===== src/core/hpm_pkg.sv =====
// Function
// thirteen header pins individually assignable roles
// role from interface, gpio, atx settings
// gpio5 and gpio6 default to analog
// gpio4 pin becomes i2c data ready
// gpio1 senses power, or spi ready
// host keeps atx pins default, unshared
// sensed host power changes behaviour
// power pin hi-z except polarity pulse
// reset pin hi-z except polarity pulse
// watchdog shares the host reset driver
// atx control only on own header
// held right key shows revision, 5s
// revision display also after restart
// right plus cancel at power restores defaults
// usb and serial hosts served together
// enabled interface blocks gpio on pins
// i2c ready low while buffer nonempty
// fixed pulse length, then hi-z
// pin roles change on clock edge
package hpm_pkg;
   localparam int unsigned NPINS = 13;
   localparam int unsigned NGPIO = 13;
   // gpio numbers on the shared header positions
   localparam int unsigned G_SRX = 7;
   localparam int unsigned G_STX = 8;
   localparam int unsigned G_SDA = 9;
   localparam int unsigned G_SCL = 10;
   localparam int unsigned G_ADC0 = 5;
   localparam int unsigned G_ADC1 = 6;
   localparam int unsigned G_MISO = 11;
   localparam int unsigned G_MOSI = 12;
   localparam int unsigned G_PCTL = 2;
   localparam int unsigned G_RCTL = 3;
   localparam int unsigned G_PSNS = 1;
   localparam int unsigned G_I2RDY = 4;
   // gpio mask reset: analog pins not digital, atx pins not user
   localparam logic [12:0] GPIO_EN_RST = 13'h1_F91;
   localparam int unsigned CLK_MHZ = 250;
   localparam int unsigned PULSE_MS = 200;
   localparam int unsigned HOLD_S = 5;
   // synchroniser depth: edges before a held key can reach the boot check
   localparam int unsigned SYNC_STAGES = 2;
   localparam longint unsigned PULSE_CYC = longint'(PULSE_MS) * CLK_MHZ * 1000;
   localparam longint unsigned HOLD_CYC = longint'(HOLD_S) * CLK_MHZ * 1000000;
   typedef enum logic [2:0] {
      PS_IDLE = 3'b001,
      PS_PWR = 3'b010,
      PS_RST = 3'b100
   } hpm_pulse_type;
   typedef enum logic [3:0] {
      BS_CHECK = 4'b0001,
      BS_SHOW = 4'b0010,
      BS_LINGER = 4'b0100,
      BS_DONE = 4'b1000
   } hpm_boot_type;
endpackage : hpm_pkg


===== src/core/hpm_header_mux.sv =====
`timescale 1ns/10ps
module hpm_header_mux #(
   parameter int unsigned PULSE_W = 26,
   parameter logic [25:0] PULSE_LEN = 26'(hpm_pkg::PULSE_CYC),
   parameter int unsigned HOLD_W = 31,
   parameter logic [30:0] HOLD_LEN = 31'(hpm_pkg::HOLD_CYC)
) (
   input wire logic mclk_i,
   input wire logic rst_i,
   // pins of the expansion_header (positions 1..13 as bits 0..12)
   input wire logic [12:0] pin_in_i,
   output logic [12:0] pin_out_o,
   output logic [12:0] pin_oe_o,
   // configuration
   input wire logic serial_en_i,
   input wire logic i2c_en_i,
   input wire logic spi_en_i,
   input wire logic atx_en_i,
   input wire logic power_invert_i,
   input wire logic restart_invert_i,
   input wire logic [12:0] gpio_en_i,
   input wire logic [12:0] gpio_dir_out_i,
   input wire logic [12:0] gpio_out_i,
   output logic [12:0] gpio_in_o,
   output logic [1:0] adc_in_o,
   // peripherals
   input wire logic ser_tx_i,
   output logic ser_rx_o,
   input wire logic i2c_sda_oe_i,
   output logic i2c_sda_o,
   output logic i2c_scl_o,
   input wire logic i2c_tx_pending_i,
   input wire logic spi_miso_i,
   output logic spi_mosi_o,
   output logic spi_cs_n_o,
   output logic spi_sck_o,
   input wire logic spi_tx_pending_i,
   // atx actions
   input wire logic power_req_i,
   input wire logic restart_req_i,
   input wire logic watchdog_req_i,
   output logic host_power_on_o,
   output logic atx_busy_o,
   // keypad and boot
   input wire logic key_right_i,
   input wire logic key_cancel_i,
   input wire logic usb_en_i,
   output logic show_revision_o,
   output logic restore_defaults_o,
   output logic usb_active_o,
   output logic serial_active_o
);
   import hpm_pkg::*;

   // header index for each gpio number
   function automatic int unsigned pin_of(input int unsigned g);
      int unsigned p;
      p = 0;
      unique case (g)
         7: p = 0;
         8: p = 1;
         9: p = 2;
         10: p = 3;
         5: p = 4;
         6: p = 5;
         11: p = 6;
         12: p = 7;
         2: p = 8;
         3: p = 9;
         0: p = 10;
         1: p = 11;
         4: p = 12;
         default: p = 0;
      endcase
      return p;
   endfunction : pin_of

   typedef struct packed {
      logic [12:0] pout;
      logic [12:0] poe;
      logic [12:0] gin;
      hpm_pulse_type pst;
      logic [PULSE_W-1:0] pcnt;
      logic busy;
      hpm_boot_type bst;
      logic [HOLD_W-1:0] hcnt;
      logic show;
      logic restore;
      logic usb_act;
      logic ser_act;
   } hpm_state_type;

   hpm_state_type st_reg;
   hpm_state_type st_next;
   logic [12:0] pin_s;
   logic [1:0] keys_s;

   hpm_sync #(.W(13)) u_pin_sync (
      .mclk_i(mclk_i),
      .rst_i(rst_i),
      .d_i(pin_in_i),
      .q_o(pin_s)
   );
   hpm_sync #(.W(2)) u_key_sync (
      .mclk_i(mclk_i),
      .rst_i(rst_i),
      .d_i({key_cancel_i, key_right_i}),
      .q_o(keys_s)
   );

   logic host_on;
   logic atx_ok;
   always_comb begin
      host_on = pin_s[pin_of(G_PSNS)];
      // atx pins usable only when not given to gpio or spi
      atx_ok = atx_en_i && !spi_en_i
               && !gpio_en_i[G_PCTL]
               && !gpio_en_i[G_RCTL];
   end

   always_comb begin
      st_next = st_reg;
      // per-pin role: interface, then gpio, else hi-z
      for (int unsigned g = 0; g < NGPIO; g++) begin
         st_next.pout[pin_of(g)] = gpio_out_i[g];
         st_next.poe[pin_of(g)] = gpio_en_i[g] && gpio_dir_out_i[g];
         st_next.gin[g] = gpio_en_i[g] ? pin_s[pin_of(g)] : 1'b0;
      end
      // analog pins drive only as gpio, and only if the mask enables it as an output
      st_next.poe[pin_of(G_ADC0)] = gpio_en_i[G_ADC0] && gpio_dir_out_i[G_ADC0];
      if (serial_en_i) begin
         st_next.pout[pin_of(G_STX)] = ser_tx_i;
         st_next.poe[pin_of(G_STX)] = 1'b1;
         st_next.poe[pin_of(G_SRX)] = 1'b0;
         st_next.gin[G_STX] = 1'b0;
         st_next.gin[G_SRX] = 1'b0;
      end
      if (i2c_en_i) begin
         st_next.pout[pin_of(G_SDA)] = 1'b0;
         st_next.poe[pin_of(G_SDA)] = i2c_sda_oe_i;
         st_next.poe[pin_of(G_SCL)] = 1'b0;
         st_next.pout[pin_of(G_I2RDY)] = 1'b0;
         st_next.poe[pin_of(G_I2RDY)] = i2c_tx_pending_i;
         st_next.gin[G_SDA] = 1'b0;
         st_next.gin[G_SCL] = 1'b0;
         st_next.gin[G_I2RDY] = 1'b0;
      end
      if (spi_en_i) begin
         st_next.pout[pin_of(G_MISO)] = spi_miso_i;
         st_next.poe[pin_of(G_MISO)] = 1'b1;
         st_next.poe[pin_of(G_MOSI)] = 1'b0;
         st_next.poe[pin_of(G_PCTL)] = 1'b0;
         st_next.poe[pin_of(G_RCTL)] = 1'b0;
         st_next.pout[pin_of(G_PSNS)] = 1'b0;
         st_next.poe[pin_of(G_PSNS)] = spi_tx_pending_i;
         st_next.gin[G_MISO] = 1'b0;
         st_next.gin[G_MOSI] = 1'b0;
         st_next.gin[G_PCTL] = 1'b0;
         st_next.gin[G_RCTL] = 1'b0;
         st_next.gin[G_PSNS] = 1'b0;
      end

      // atx pulse driver; watchdog shares the restart path
      unique case (st_reg.pst)
         PS_IDLE: begin
            st_next.pcnt = '0;
            if (atx_ok && (restart_req_i || watchdog_req_i)) begin
               st_next.pst = PS_RST;
            end else if (atx_ok && power_req_i) begin
               st_next.pst = PS_PWR;
            end
         end
         PS_PWR, PS_RST: begin
            // count starts at zero on entry, so the pin drives PULSE_LEN edges
            st_next.pcnt = st_reg.pcnt + 1'b1;
            if (st_reg.pcnt == PULSE_LEN - 1'b1) begin
               st_next.pst = PS_IDLE;
            end
         end
         default: st_next.pst = PS_IDLE;
      endcase
      st_next.busy = (st_next.pst != PS_IDLE);
      if (atx_ok) begin
         // idle atx pins high impedance; pulse drives polarity level
         st_next.pout[pin_of(G_PCTL)] = power_invert_i;
         st_next.poe[pin_of(G_PCTL)] = (st_next.pst == PS_PWR);
         st_next.pout[pin_of(G_RCTL)] = restart_invert_i;
         st_next.poe[pin_of(G_RCTL)] = (st_next.pst == PS_RST);
         st_next.poe[pin_of(G_PSNS)] = 1'b0;
      end

      // boot key check after power-on or restart (both release rst_i)
      st_next.restore = st_reg.restore;
      unique case (st_reg.bst)
         BS_CHECK: begin
            // synced keys read as released until both stages have filled
            if (st_reg.hcnt != HOLD_W'(SYNC_STAGES)) begin
               st_next.hcnt = st_reg.hcnt + 1'b1;
            end else if (keys_s == 2'h3) begin
               st_next.restore = 1'b1;
               st_next.bst = BS_DONE;
            end else if (keys_s[0]) begin
               st_next.show = 1'b1;
               st_next.bst = BS_SHOW;
            end else begin
               st_next.bst = BS_DONE;
            end
         end
         BS_SHOW: begin
            // a re-press restarts the linger from a full count
            st_next.hcnt = '0;
            if (!keys_s[0]) begin
               st_next.bst = BS_LINGER;
            end
         end
         BS_LINGER: begin
            st_next.hcnt = st_reg.hcnt + 1'b1;
            if (keys_s[0]) begin
               st_next.bst = BS_SHOW;
            end else if (st_reg.hcnt == HOLD_LEN - 1'b1) begin
               st_next.show = 1'b0;
               st_next.bst = BS_DONE;
            end
         end
         BS_DONE: begin
            st_next.show = 1'b0;
         end
         default: st_next.bst = BS_DONE;
      endcase
      st_next.usb_act = usb_en_i;
      st_next.ser_act = serial_en_i;
   end

   always_ff @(posedge mclk_i or posedge rst_i) begin
      if (rst_i) begin
         st_reg <= '{
            pout: '0,
            poe: '0,
            gin: '0,
            pst: PS_IDLE,
            pcnt: '0,
            busy: 1'b0,
            bst: BS_CHECK,
            hcnt: '0,
            show: 1'b0,
            restore: 1'b0,
            usb_act: 1'b0,
            ser_act: 1'b0
         };
      end else begin
         st_reg <= st_next;
      end
   end

   // adc and input-side outputs also registered
   logic [1:0] adc_reg;
   logic [6:1] inp_reg;
   logic pwr_reg;
   always_ff @(posedge mclk_i or posedge rst_i) begin
      if (rst_i) begin
         adc_reg <= '0;
         // chip select reads inactive while held in reset
         inp_reg <= 6'h02;
         pwr_reg <= 1'b0;
      end else begin
         adc_reg <= {pin_s[pin_of(G_ADC1)], pin_s[pin_of(G_ADC0)]};
         // inputs read zero with their interface off; select is active low, so it idles high
         inp_reg <= {
            pin_s[pin_of(G_SRX)] & serial_en_i,
            pin_s[pin_of(G_SDA)] & i2c_en_i,
            pin_s[pin_of(G_SCL)] & i2c_en_i,
            pin_s[pin_of(G_MOSI)] & spi_en_i,
            pin_s[pin_of(G_PCTL)] | !spi_en_i,
            pin_s[pin_of(G_RCTL)] & spi_en_i
         };
         pwr_reg <= host_on && atx_ok;
      end
   end

   assign pin_out_o = st_reg.pout;
   assign pin_oe_o = st_reg.poe;
   assign gpio_in_o = st_reg.gin;
   assign adc_in_o = adc_reg;
   assign ser_rx_o = inp_reg[6];
   assign i2c_sda_o = inp_reg[5];
   assign i2c_scl_o = inp_reg[4];
   assign spi_mosi_o = inp_reg[3];
   assign spi_cs_n_o = inp_reg[2];
   assign spi_sck_o = inp_reg[1];
   assign host_power_on_o = pwr_reg;
   assign atx_busy_o = st_reg.busy;
   assign show_revision_o = st_reg.show;
   assign restore_defaults_o = st_reg.restore;
   assign usb_active_o = st_reg.usb_act;
   assign serial_active_o = st_reg.ser_act;
endmodule : hpm_header_mux


===== src/core/hpm_sync.sv =====
`timescale 1ns/10ps
module hpm_sync #(
   parameter int unsigned W = 1
) (
   input wire logic mclk_i,
   input wire logic rst_i,
   input wire logic [W-1:0] d_i,
   output logic [W-1:0] q_o
);
   logic [W-1:0] s1_reg;
   always_ff @(posedge mclk_i or posedge rst_i) begin
      if (rst_i) begin
         s1_reg <= '0;
         q_o <= '0;
      end else begin
         s1_reg <= d_i;
         q_o <= s1_reg;
      end
   end
endmodule : hpm_sync


===== config.mk =====
export PLATFORM = sky130hd
export DESIGN_NAME = hpm_header_mux
export DESIGN_NICKNAME = d
export VERILOG_FILES = /design/src/core/hpm_pkg.sv /design/src/core/hpm_header_mux.sv /design/src/core/hpm_sync.sv
export SDC_FILE = /design/constraint.sdc
export NUM_CORES = 1
export LEC_CHECK = 0
export ABC_CLOCK_PERIOD_IN_PS = 4400
export BUFFER_PORTS_ARGS = -buffer_cell sky130_fd_sc_hd__buf_2
export CAP_MARGIN = 20
export CORE_ASPECT_RATIO = 0.75
export CORE_UTILIZATION = 35
export CTS_CLUSTER_DIAMETER = 100
export CTS_CLUSTER_SIZE = 12
export DETAILED_ROUTE_END_ITERATION = 7
export PLACE_DENSITY = 0.66
export SETUP_SLACK_MARGIN = 0.3
export SYNTH_ARGS = -nofsm -noshare
export SYNTH_HDL_FRONTEND = slang
export SYNTH_HIERARCHICAL = 1
export SYNTH_SLANG_ARGS = --single-unit

===== constraint.sdc =====
create_clock -name mclk_i -period 4.4 [get_ports mclk_i]
set_input_delay 0.22 -clock mclk_i [delete_from_list [all_inputs] [get_ports mclk_i]]
set_output_delay 0.22 -clock mclk_i [all_outputs]
set_load 0.01 [all_outputs]

== Word level (Yosys, flattened, before mapping) ==
Cells that the tools add are included.
Operators by class
  multiply operators: 0
  reduce and logical (&&, ||, !) cells: 31
  muxes and demuxes: 52
  bitwise logic cells: 8
  eq/ne operators: 22
  divide/modulo/power cells: 0
  $lt $le $gt $ge: 0
  shift-type cells: 0
  $add $sub $neg: 2
Operators by type and width (number)
  31-bit case mux with 3 select lines: 1
  26-bit case mux with 2 select lines: 1
  31-bit by 1-bit adder with 31-bit output (second input constant): 1
  31-bit equality test (second input constant): 1
  31-bit 2-to-1 mux: 1
  31-bit by 2-bit inequality test with 1-bit output (second input constant): 1
  4-bit 2-to-1 mux: 7
  1-bit 2-to-1 mux: 27
  26-bit by 1-bit adder with 26-bit output (second input constant): 1
  26-bit equality test (second input constant): 1
  1-bit logical AND: 19
  2-bit 2-to-1 mux: 8
  4-bit case mux with 4 select lines: 1
  3-bit 2-to-1 mux: 4
  2-bit inequality test (second input constant): 6
  3-bit by 2-bit equality test with 1-bit output (second input constant): 2
  3-bit equality test (second input constant): 2
  3-bit case mux with 2 select lines: 1
  6-bit AND reduction: 1
  3-bit nonzero test: 2
  1-bit bitwise AND: 5
  4-bit by 1-bit equality test with 1-bit output (second input constant): 1
  4-bit by 2-bit equality test with 1-bit output (second input constant): 1
  4-bit by 3-bit equality test with 1-bit output (second input constant): 1
  other kinds (16): 19
Storage, ports and cells
  memories: 0
  RAM bits: 0
  memory bits (read-only): 0
  latch bits: 0
  input port bits: 71
  word-level logic and storage cells: 134
  bits in registers: 147

== Depth between registers and ports, before layout ==
Gate-level depths: netlist of the first run.
  depth after elaboration: 10
  gate-level depth with buffers: 7

== Hierarchy ==
The synthesis of the first run kept the hierarchy.
By module, submodules not included
  hpm_header_mux: seq. area each 2931.6 sq um, area an instance 5517.8 sq um, instances 1, cells each 528
  hpm_sync at u_pin_sync: seq. area each 650.6 sq um, area an instance 654.4 sq um, instances 1, cells each 27
  hpm_sync at u_key_sync: seq. area each 100.1 sq um, area an instance 103.8 sq um, instances 1, cells each 5

== Worst setup path before layout of the first run ==
Ideal clock, no wire load.
  path kind: reg2reg
  start point: register st_reg[10] (netlist bit)
  end point: register st_reg[31] (netlist bit)
  stages on the path, launching flop included: 6
  data required time: 4.322 ns
  data arrival time: 1.768 ns
  path slack: 2.555 ns
  library setup time: 0.078 ns
  cell sequence: dfrtp_1 > nand4_2 > nor4_4 > nand3_2 > or4_1 > a21oi_1
On the way
  word-level cells in the longest chain between the ends: 3
  elaborated cells between the ends (all ways): 6
  classes of those cells: 1 x add/sub; 2 x eq/ne; 2 x mux; 1 x reduce/logical
Ends and longest elaborated chain
  from (decl): RTL line hpm_header_mux.sv:93  | hpm_state_type st_reg;
  from (signal assigned): RTL line hpm_header_mux.sv:236  | st_reg <= '{
  from (signal assigned): RTL line hpm_header_mux.sv:251  | st_reg <= st_next;
  31-bit by 1-bit adder with 31-bit output or 31-bit by 2-bit inequality test with 1-bit output (tied branches): RTL line hpm_header_mux.sv:198, hpm_header_mux.sv:217, hpm_header_mux.sv:197
  31-bit 2-to-1 mux or 2-bit inequality test (tied branches)
  31-bit case mux with 3 select lines or 2-bit AND reduction (tied branches)
Several ways; a longest one is shown, not always the timed one. The select of a mux whose other input is x is not followed.
A chain may end at the register's enable or synchronous reset.

== Final worst setup path of the first run ==
  start point: register st_reg[35] (netlist bit)
  end point: register st_reg[21] (netlist bit)
On the way
  word-level cells in the longest chain between the ends: 3
  elaborated cells between the ends (all ways): 7
  classes of those cells: 4 x eq/ne; 1 x mux; 2 x reduce/logical
Ends and longest elaborated chain
  4-bit by 1-bit equality test with 1-bit output, or another cell as far along: RTL line hpm_header_mux.sv:194  | unique case (st_reg.bst)
  2-bit inequality test (no source line) or 3-bit nonzero test (tied branches)
  2-bit AND reduction (no source line)
Several ways; a longest one is shown, not always the timed one.

==> metrics.md, run 1 <==
| Metric | Value |
|---|---|
| Boundary pin count | 124 |
| Die area | 18500 sq um |
| Final Critical Period | around 2.4 ns |
| Async SR Flop Fraction | 100% |
| Leakage | between 0.003 and 0.004 uW |
| Yosys reg bits | 147 |
| CP Class | reg2reg |
| Post-synthesis sequential area ratio | 58.7% |
| Comb power frac | 7.2% |
| NumNets Final | 760 |
| Setup TNS | 0 ns |
| Most used DFF post-synth | dfrtp_1 |
| Total routed wirelength | 13100 microns |
| FP Rows | 42 |
| Final period util | approximately 54% |
| Peak supply drop | 0.270 mV |
| Number of diodes | 0 |
| First-pass detailed-route iteration total | 5 |
| Total internal power | 2240 uW |
| CP Capture Point | st_reg[21] |
| Slew headroom | approximately 30% |
| Fillers | 1627 |
| Die Ht | approximately 120 microns |
| First-pass GRT wire length | around 22000 microns |
| CTS Sinks | between 100 and 150 |
| Reg clk slew, reported paths | ~0.07 ns |
| Post_cts resized | 0 |
| Fin. max-slew vios | 0 |
| Total GRT Usage | 15.5% |
| Synthesized net count | 634 |
| Clock buffer depth | 2 |
| Most frequent cells in the layout | dfrtp_1, buf_2, nand2_1 |
| Fin. Hold Viols | 0 |
| Initial DRC count | about 360 |
| Vias in the first global route | 4560 |
| Total core area | 17600 sq um |
| WP data arrival | 2.72 ns |
| Final GP Congestion | 0.768 |
| DRC | 0 |
| Worst skew pair latency | 0.42 ns |
| CP required | 4.75 ns |
| Maxcap violations | 0 |
| EDFF count, synth | 0 |
| Top cell type's share of synthesized area | between 50% and 60% |
| Crit start category | flop |
| Root buffer cell | clkbuf_16 |
| Status | finished clean |
| Net switching power | between 700 and 800 uW |
| DR vias | about 4500 |
| TritonCTS clock tree | built |
| Largest net degree at the start of global routing | 48 |
| Worst hold path class | in2reg |
| Vias per cell | 4.78 |
| Share of layout cells above drive strength 1 | 25.5% |
| Final setup fails | 0 |
| Initial antenna violation count | 0 |
| RSZ-0062 raised after global routing | false |
| Internal reg-to-reg setup slack | 2.03 ns |
| Kind of end point of the critical path | flop |
| Power Density | between 300 and 400 nW/um^2 |
| Crit path max fanout | 27 |
| DP Wirelength | 8580 microns |
| Area delta synth->final | 23.8% |
| Biggest area consumer among synthesized cells | dfrtp_1 |
| Starting density of the core | 35.7% |
| Worst Skew | about 0.0083 ns |
| Mapped cell area | 6280 sq um |
| Largest register FFs | 64 |
| Worst r2r dst | st_reg[21] |
| Post-layout power | between 3000 and 4000 uW |
| Fmax | 421 MHz |
| Part of the power in registers | 47.3% |
| Most common cell after layout, fill and taps aside | dfrtp_1 |
| Count of unique library cells instantiated by Yosys | 52 |
| TritonCTS Buffers | 17 |
| Multi-input logic area | 2160 sq um |
| Reg area | 3680 sq um |
| Worst R2R Path Depth | 5 |
| Post-Syn Instances | 560 |
| Crit path launch | st_reg[35] |
| Sw Ratio | between 20 and 30% |
| Post-route ant nets | 0 |
| Largest cells by area after synthesis | dfrtp_1, buf_4, xor2_1 |
| Worst slew pin tran | 1.05 ns |
| R2R Path Start | st_reg[35] |
| # port buffers | 123 |
| Ys Warns | 6 |
| Syn Area/Cell | 11.2 sq um |
| GR Overflow Total | 0 |
| Routed WL per cell | 13.9 microns |
| Clock power share | 45.5% |
| Die X | approximately 160 microns |
| # H-tree levels | 4 |
critical path, stage by stage (launching register included):
cell and delay, ns:
dfstp_2 0.57, xor2_1 0.14, o211a_1 0.69, nand3_1 0.33, or3_1 0.42, a21oi_1 0.14
how the worst min path moves through the flow:
| stage | start | cells after the start | slack [ns] | endpoint |
|---|---|---|---|---|
| floorplan | rst_i | 1 | -0.01 | u_key_sync/q_o[0] |
| global placement | rst_i | 2 | 0.16 | u_key_sync/s1_reg[1] |
| detailed placement | rst_i | 2 | 0.16 | u_key_sync/s1_reg[1] |
| CTS | gpio_out_i[1] | 2 | 0.0002 | pin_out_o[11] |
| global route | gpio_out_i[9] | 2 | 0.003 | pin_out_o[2] |
| finish | gpio_out_i[9] | 2 | 0.02 | pin_out_o[2] |
synthesized netlist by cell type, drive strengths merged (6+ instances only):
cell type	n
a21oi	10
and2	19
and3	17
buf	42
clkbuf	11
dfrtp	144
inv	14
mux2	6
mux2i	11
nand2	48
nand3	32
nand4	24
nor2	41
nor2b	6
nor3	7
nor4	12
o21ai	24
o31ai	8
xor2	22
metrics by stage:
| stage | worst slack [ns] | utilization [%] | area (sq um) | hold slack, ns | cells |
|---|---|---|---|---|---|
| 6_report | 2.03 | 44.1 | 7770 | 0.0154 | 941 |
| 5_1_grt | 1.80 | 44.1 | 7770 | 0.00314 | 941 |
| 4_1_cts | 2.02 | 43.9 | 7730 | 0.000166 | 939 |
| 3_5_place_dp | 2.06 | 38.8 | 6840 | 0.160 | 874 |
| 3_3_place_gp | 2.09 | 38.8 | 6840 | 0.158 | 874 |
| 2_1_floorplan | 1.08 | - | 6280 | -0.0139 | 560 |
power groups by stage:
stage / logic, uW / registers [uW] / clock network, uW
final: 215 / 1420 / 1370
after global routing: 245 / 1430 / 1470
after CTS: 215 / 1420 / 1410
after detailed placement: 192 / 1440 / 0
after global placement: 190 / 1440 / 0
after floorplan: 125 / 1440 / 0
logic make-up after synthesis:
family / Yosys count / synth area share [%]
multiplexers: 17 / 2.83
adder cells (fa/ha/maj): 3 / 0.598
AND/OR/NAND/NOR: 233 / 20.5
buffers and inverters: 68 / 6.90
flip-flops: 147 / 58.7
AO/OA/AOI/OAI: 65 / 6.74
XOR/XNOR: 27 / 3.77
final cells by class:
cell class | count | area share [%]
inverter | 14 | 0.709
timing repair buffer | 161 | 12.9
sequential | 147 | 47.4
multi-input combinational | 345 | 27.8
tap | 242 | 3.90
clock buffer | 18 | 5.52
clock inverter | 14 | 1.71
layer usage:
metal  vias to the layer above  global-route usage, %  wire length (microns)
li1                       2190                      -                      -
met3                        11                   5.34                    824
met5                         -                      0                      0
met4                         0                   4.96                    121
met1                      2166                   21.5                   6290
met2                       130                   22.7                   5820
repair_timing:
| action | 4_1_cts | 5_1_grt |
|---|---|---|
| endpoints found under the hold margin | 59 | 1 |
| hold buffers | 33 | 1 |
| setup buffers | 0 | 0 |
Power figures use the tool's default switching activity.
==> inputs of run 2 (changes only) <==
Settings changed: ABC_CLOCK_PERIOD_IN_PS 4400 to 1950, PLACE_DENSITY 0.66 to 0.68.
Clock period 4.4 ns to 1.95 ns, I/O delays scaled along.
==> run 2 against run 1 <==
Net effect:
- combinational power grew to 3.5 times the previous value
- maximum frequency is 31% higher
- die area stayed put
- the run now ends with design-rule violations left
- critical endpoint is now st_reg[31]
- utilization is 9.1 points higher
- setup slack worse by 1.9 ns
- clock power is 120% higher
- design area is 21% higher
==> metrics.md, run 2 (synthesized netlist as in run 1, its figures left out) <==
| Metric | Value |
|---|---|
| Starting density of the core | 35.7% (unchanged) |
| Initial DRC count | 241 (-33%) |
| # port buffers | 123 (unchanged) |
| Die Ht | 118 microns (unchanged) |
| M2 GR Usage | 28.8% (+6.1 points) |
| Worst Path Buf+Inv | 1 (+1) |
| Worst hold path class | in2reg |
| Clock power share | 43.3% (-2.2 points) |
| Routed WL per cell | 15.9 microns (+14%) |
| Reg clk slew, reported paths | 0.07 ns (about the same) |
| Status | complete, but fails checks |
| Most common cell after layout, fill and taps aside | dfrtp_1 |
| Final period util | 93.1% (+39 points) |
| Comb power frac | 10.8% (+3.6 points) |
| First-pass detailed-route iteration total | 6 (+1) |
| Slew headroom | 69.2% (+39 points) |
| Final GP Congestion | 0.785 (+2.1%) |
| Peak supply drop | 0.658 mV (+140%) |
| DP Area | 7110 sq um (+4.0%) |
| Setup TNS | 0 ns (unchanged) |
| CP Class | reg2reg |
| NumNets Final | 871 (+15%) |
| Post-route ant nets | 0 (unchanged) |
| Largest register FFs | 64 (unchanged) |
| DP Wirelength | 9540 microns (+11%) |
| Fillers | 1427 (-12%) |
| Maxcap violations | 0 (unchanged) |
| Boundary pin count | 124 (unchanged) |
| Vias per cell | 4.85 (+1.4%) |
| Final instance area | 9370 sq um (+21%) |
| DR vias | 5093 (+13%) |
| Total GRT Usage | 18.4% (+2.9 points) |
| Die X | 157 microns (unchanged) |
| M1 GR Usage | 24.4% (+2.9 points) |
| Final setup fails | 0 (unchanged) |
| Number of diodes | 0 (unchanged) |
| Total core area | 17600 sq um (unchanged) |
| Placed cell count | 901 (+3.1%) |
| Area delta synth->final | 49.3% |
| TritonCTS clock tree | built |
| Worst Skew | 0.0156 ns (+0.00733 ns) |
| Final WS setup | 0.135 ns (-1.89 ns) |
| GR Overflow Total | 0 (unchanged) |
| Total internal power | 5210 uW (+130%) |
| Most frequent cells in the layout | dfrtp_1, buf_2, dlygate4sd3_1 |
| DRC | 1 (+1) |
| CTS Sinks | 147 (unchanged) |
| Power Density | 743 nW/um^2 (+92%) |
| Leakage | 0.00436 uW (+17%) |
| Total routed wirelength | 16700 microns (+28%) |
| First-pass GRT wire length | 26300 microns (+17%) |
| Root buffer cell | clkbuf_16 |
| Initial antenna violation count | 0 (unchanged) |
| Worst path slowest cell | or4_1 |
| Crit start category | flop |
| Fin. Hold Viols | 0 (unchanged) |
| Final Critical Period | 1.82 ns (-0.559 ns) |
| RSZ-0062 raised after global routing | true |
| Max incr delay on CP | 0.40 ns (-0.29 ns) |
| CP top delay family | simple AND/OR/NAND/NOR gates |
| Fin cells | 1051 (+12%) |
| Sw Ratio | 25.2% (-0.23 points) |
| Worst path cell trace | buf_6 > nand4_4 > nor4_4 > nand3_4 > or4_1 > a21oi_1 |
| Largest net degree at the start of global routing | 32 (-33%) |
| Clock buffer depth | 2 (unchanged) |
| CP required | 2.29 ns (-2.46 ns) |
| Failing checks | design-rule violations |
| Vias in the first global route | 5212 (+14%) |
| Kind of end point of the critical path | flop |
| Post-place setup slack | 0.0307 ns (-2.03 ns) |
| GR Util met3 | 5.71% (+0.37 points) |
| Die area | 18500 sq um (unchanged) |
| Net switching power | 1760 uW (+130%) |
| Crit path max fanout | 4 (-85%) |
| FP Rows | 42 (unchanged) |
| Part of the power in registers | 45.9% (-1.4 points) |
| Layer with the highest usage | met2 |
| WP data arrival | 2.15 ns (-0.57 ns) |
| TritonCTS Buffers | 17 (unchanged) |
| # H-tree levels | 4 (unchanged) |
| Share of layout cells above drive strength 1 | 41.3% (+16 points) |
| Fin. max-slew vios | 0 (unchanged) |
| Worst skew pair latency | 0.42 ns (about the same) |
| Fmax | 551 MHz (+31%) |
| Worst slew pin tran | 0.461 ns (-0.590 ns) |
[run 2: cell types whose count changed in the layout (fill, tap and decap cells not counted), moves of 6 or more]
cell / previous run / this run
dfrtp_2: 0 / 14
buf_6: 0 / 21
nor4_1: 10 / 4
o21ai_0: 24 / 17
dfrtp_1: 144 / 130
nand3_1: 31 / 13
nand3_4: 0 / 6
nand3_2: 1 / 13
buf_4: 3 / 47
dlygate4sd3_1: 34 / 77
nand2_1: 48 / 41
[run 2: repair_timing]
item,CTS,global route
setup endpoints to repair,56,62
gates cloned,0,0
gates resized for setup,51,94
pin swaps,21,46
hold buffers,77,0
hold endpoints to repair,103,0
setup buffers,23,19
[run 2: cell type report]
cell class / instances / area [sq um] / area share (%)
multi-input combinational: 345 / 2720 / 29.0
clock inverter: 12 / 100 / 1.07
timing repair buffer: 272 / 2050 / 21.9
clock buffer: 19 / 443 / 4.73
tap: 242 / 303 / 3.23
sequential: 147 / 3700 / 39.5
inverter: 14 / 56.3 / 0.601
[run 2: final timing paths]
kind	startpoint	endpoint	slack, ns	cells past startpoint
min in group asynchronous	rst_i	u_key_sync/s1_reg[1]	0.15	3
min reg2reg	u_pin_sync/s1_reg[0]	u_pin_sync/q_o[0]	0.35	0
min	spi_en_i	inp_reg[1]	0.03	2
max reg2reg	st_reg[18]	st_reg[31]	0.13	6
max	st_reg[18]	st_reg[31]	0.13	6
max in group asynchronous	rst_i	st_reg[66]	1.06	4
[run 2: metrics by stage]
| step | hold slack (ns) | utilization (%) | total power, uW |
|---|---|---|---|
| CTS | 0.00793 | 50.1 | 6920 |
| global route | 0.0154 | 53.2 | 7230 |
| detailed placement | 0.0351 | 40.4 | 3740 |
| finish | 0.0288 | 53.2 | 6960 |
| global placement | 0.0327 | 40.4 | 3730 |
| floorplan | -0.136 | - | 3580 |
[run 2: power groups by stage]
stage / clock [uW] / sequential [uW] / combinational [uW]
global route: 3210 / 3210 / 812
detailed placement: 0 / 3260 / 479
global placement: 0 / 3260 / 472
finish: 3020 / 3200 / 749
CTS: 3070 / 3190 / 656
floorplan: 0 / 3260 / 312
[run 2: per-layer routing]
layer | share of wire (%) | vias to the layer above
li1 | - | 2413
met1 | 44 | 2509
met2 | 49 | 155
met3 | 6.2 | 16
met4 | 1.2 | 0
met5 | 0 | -
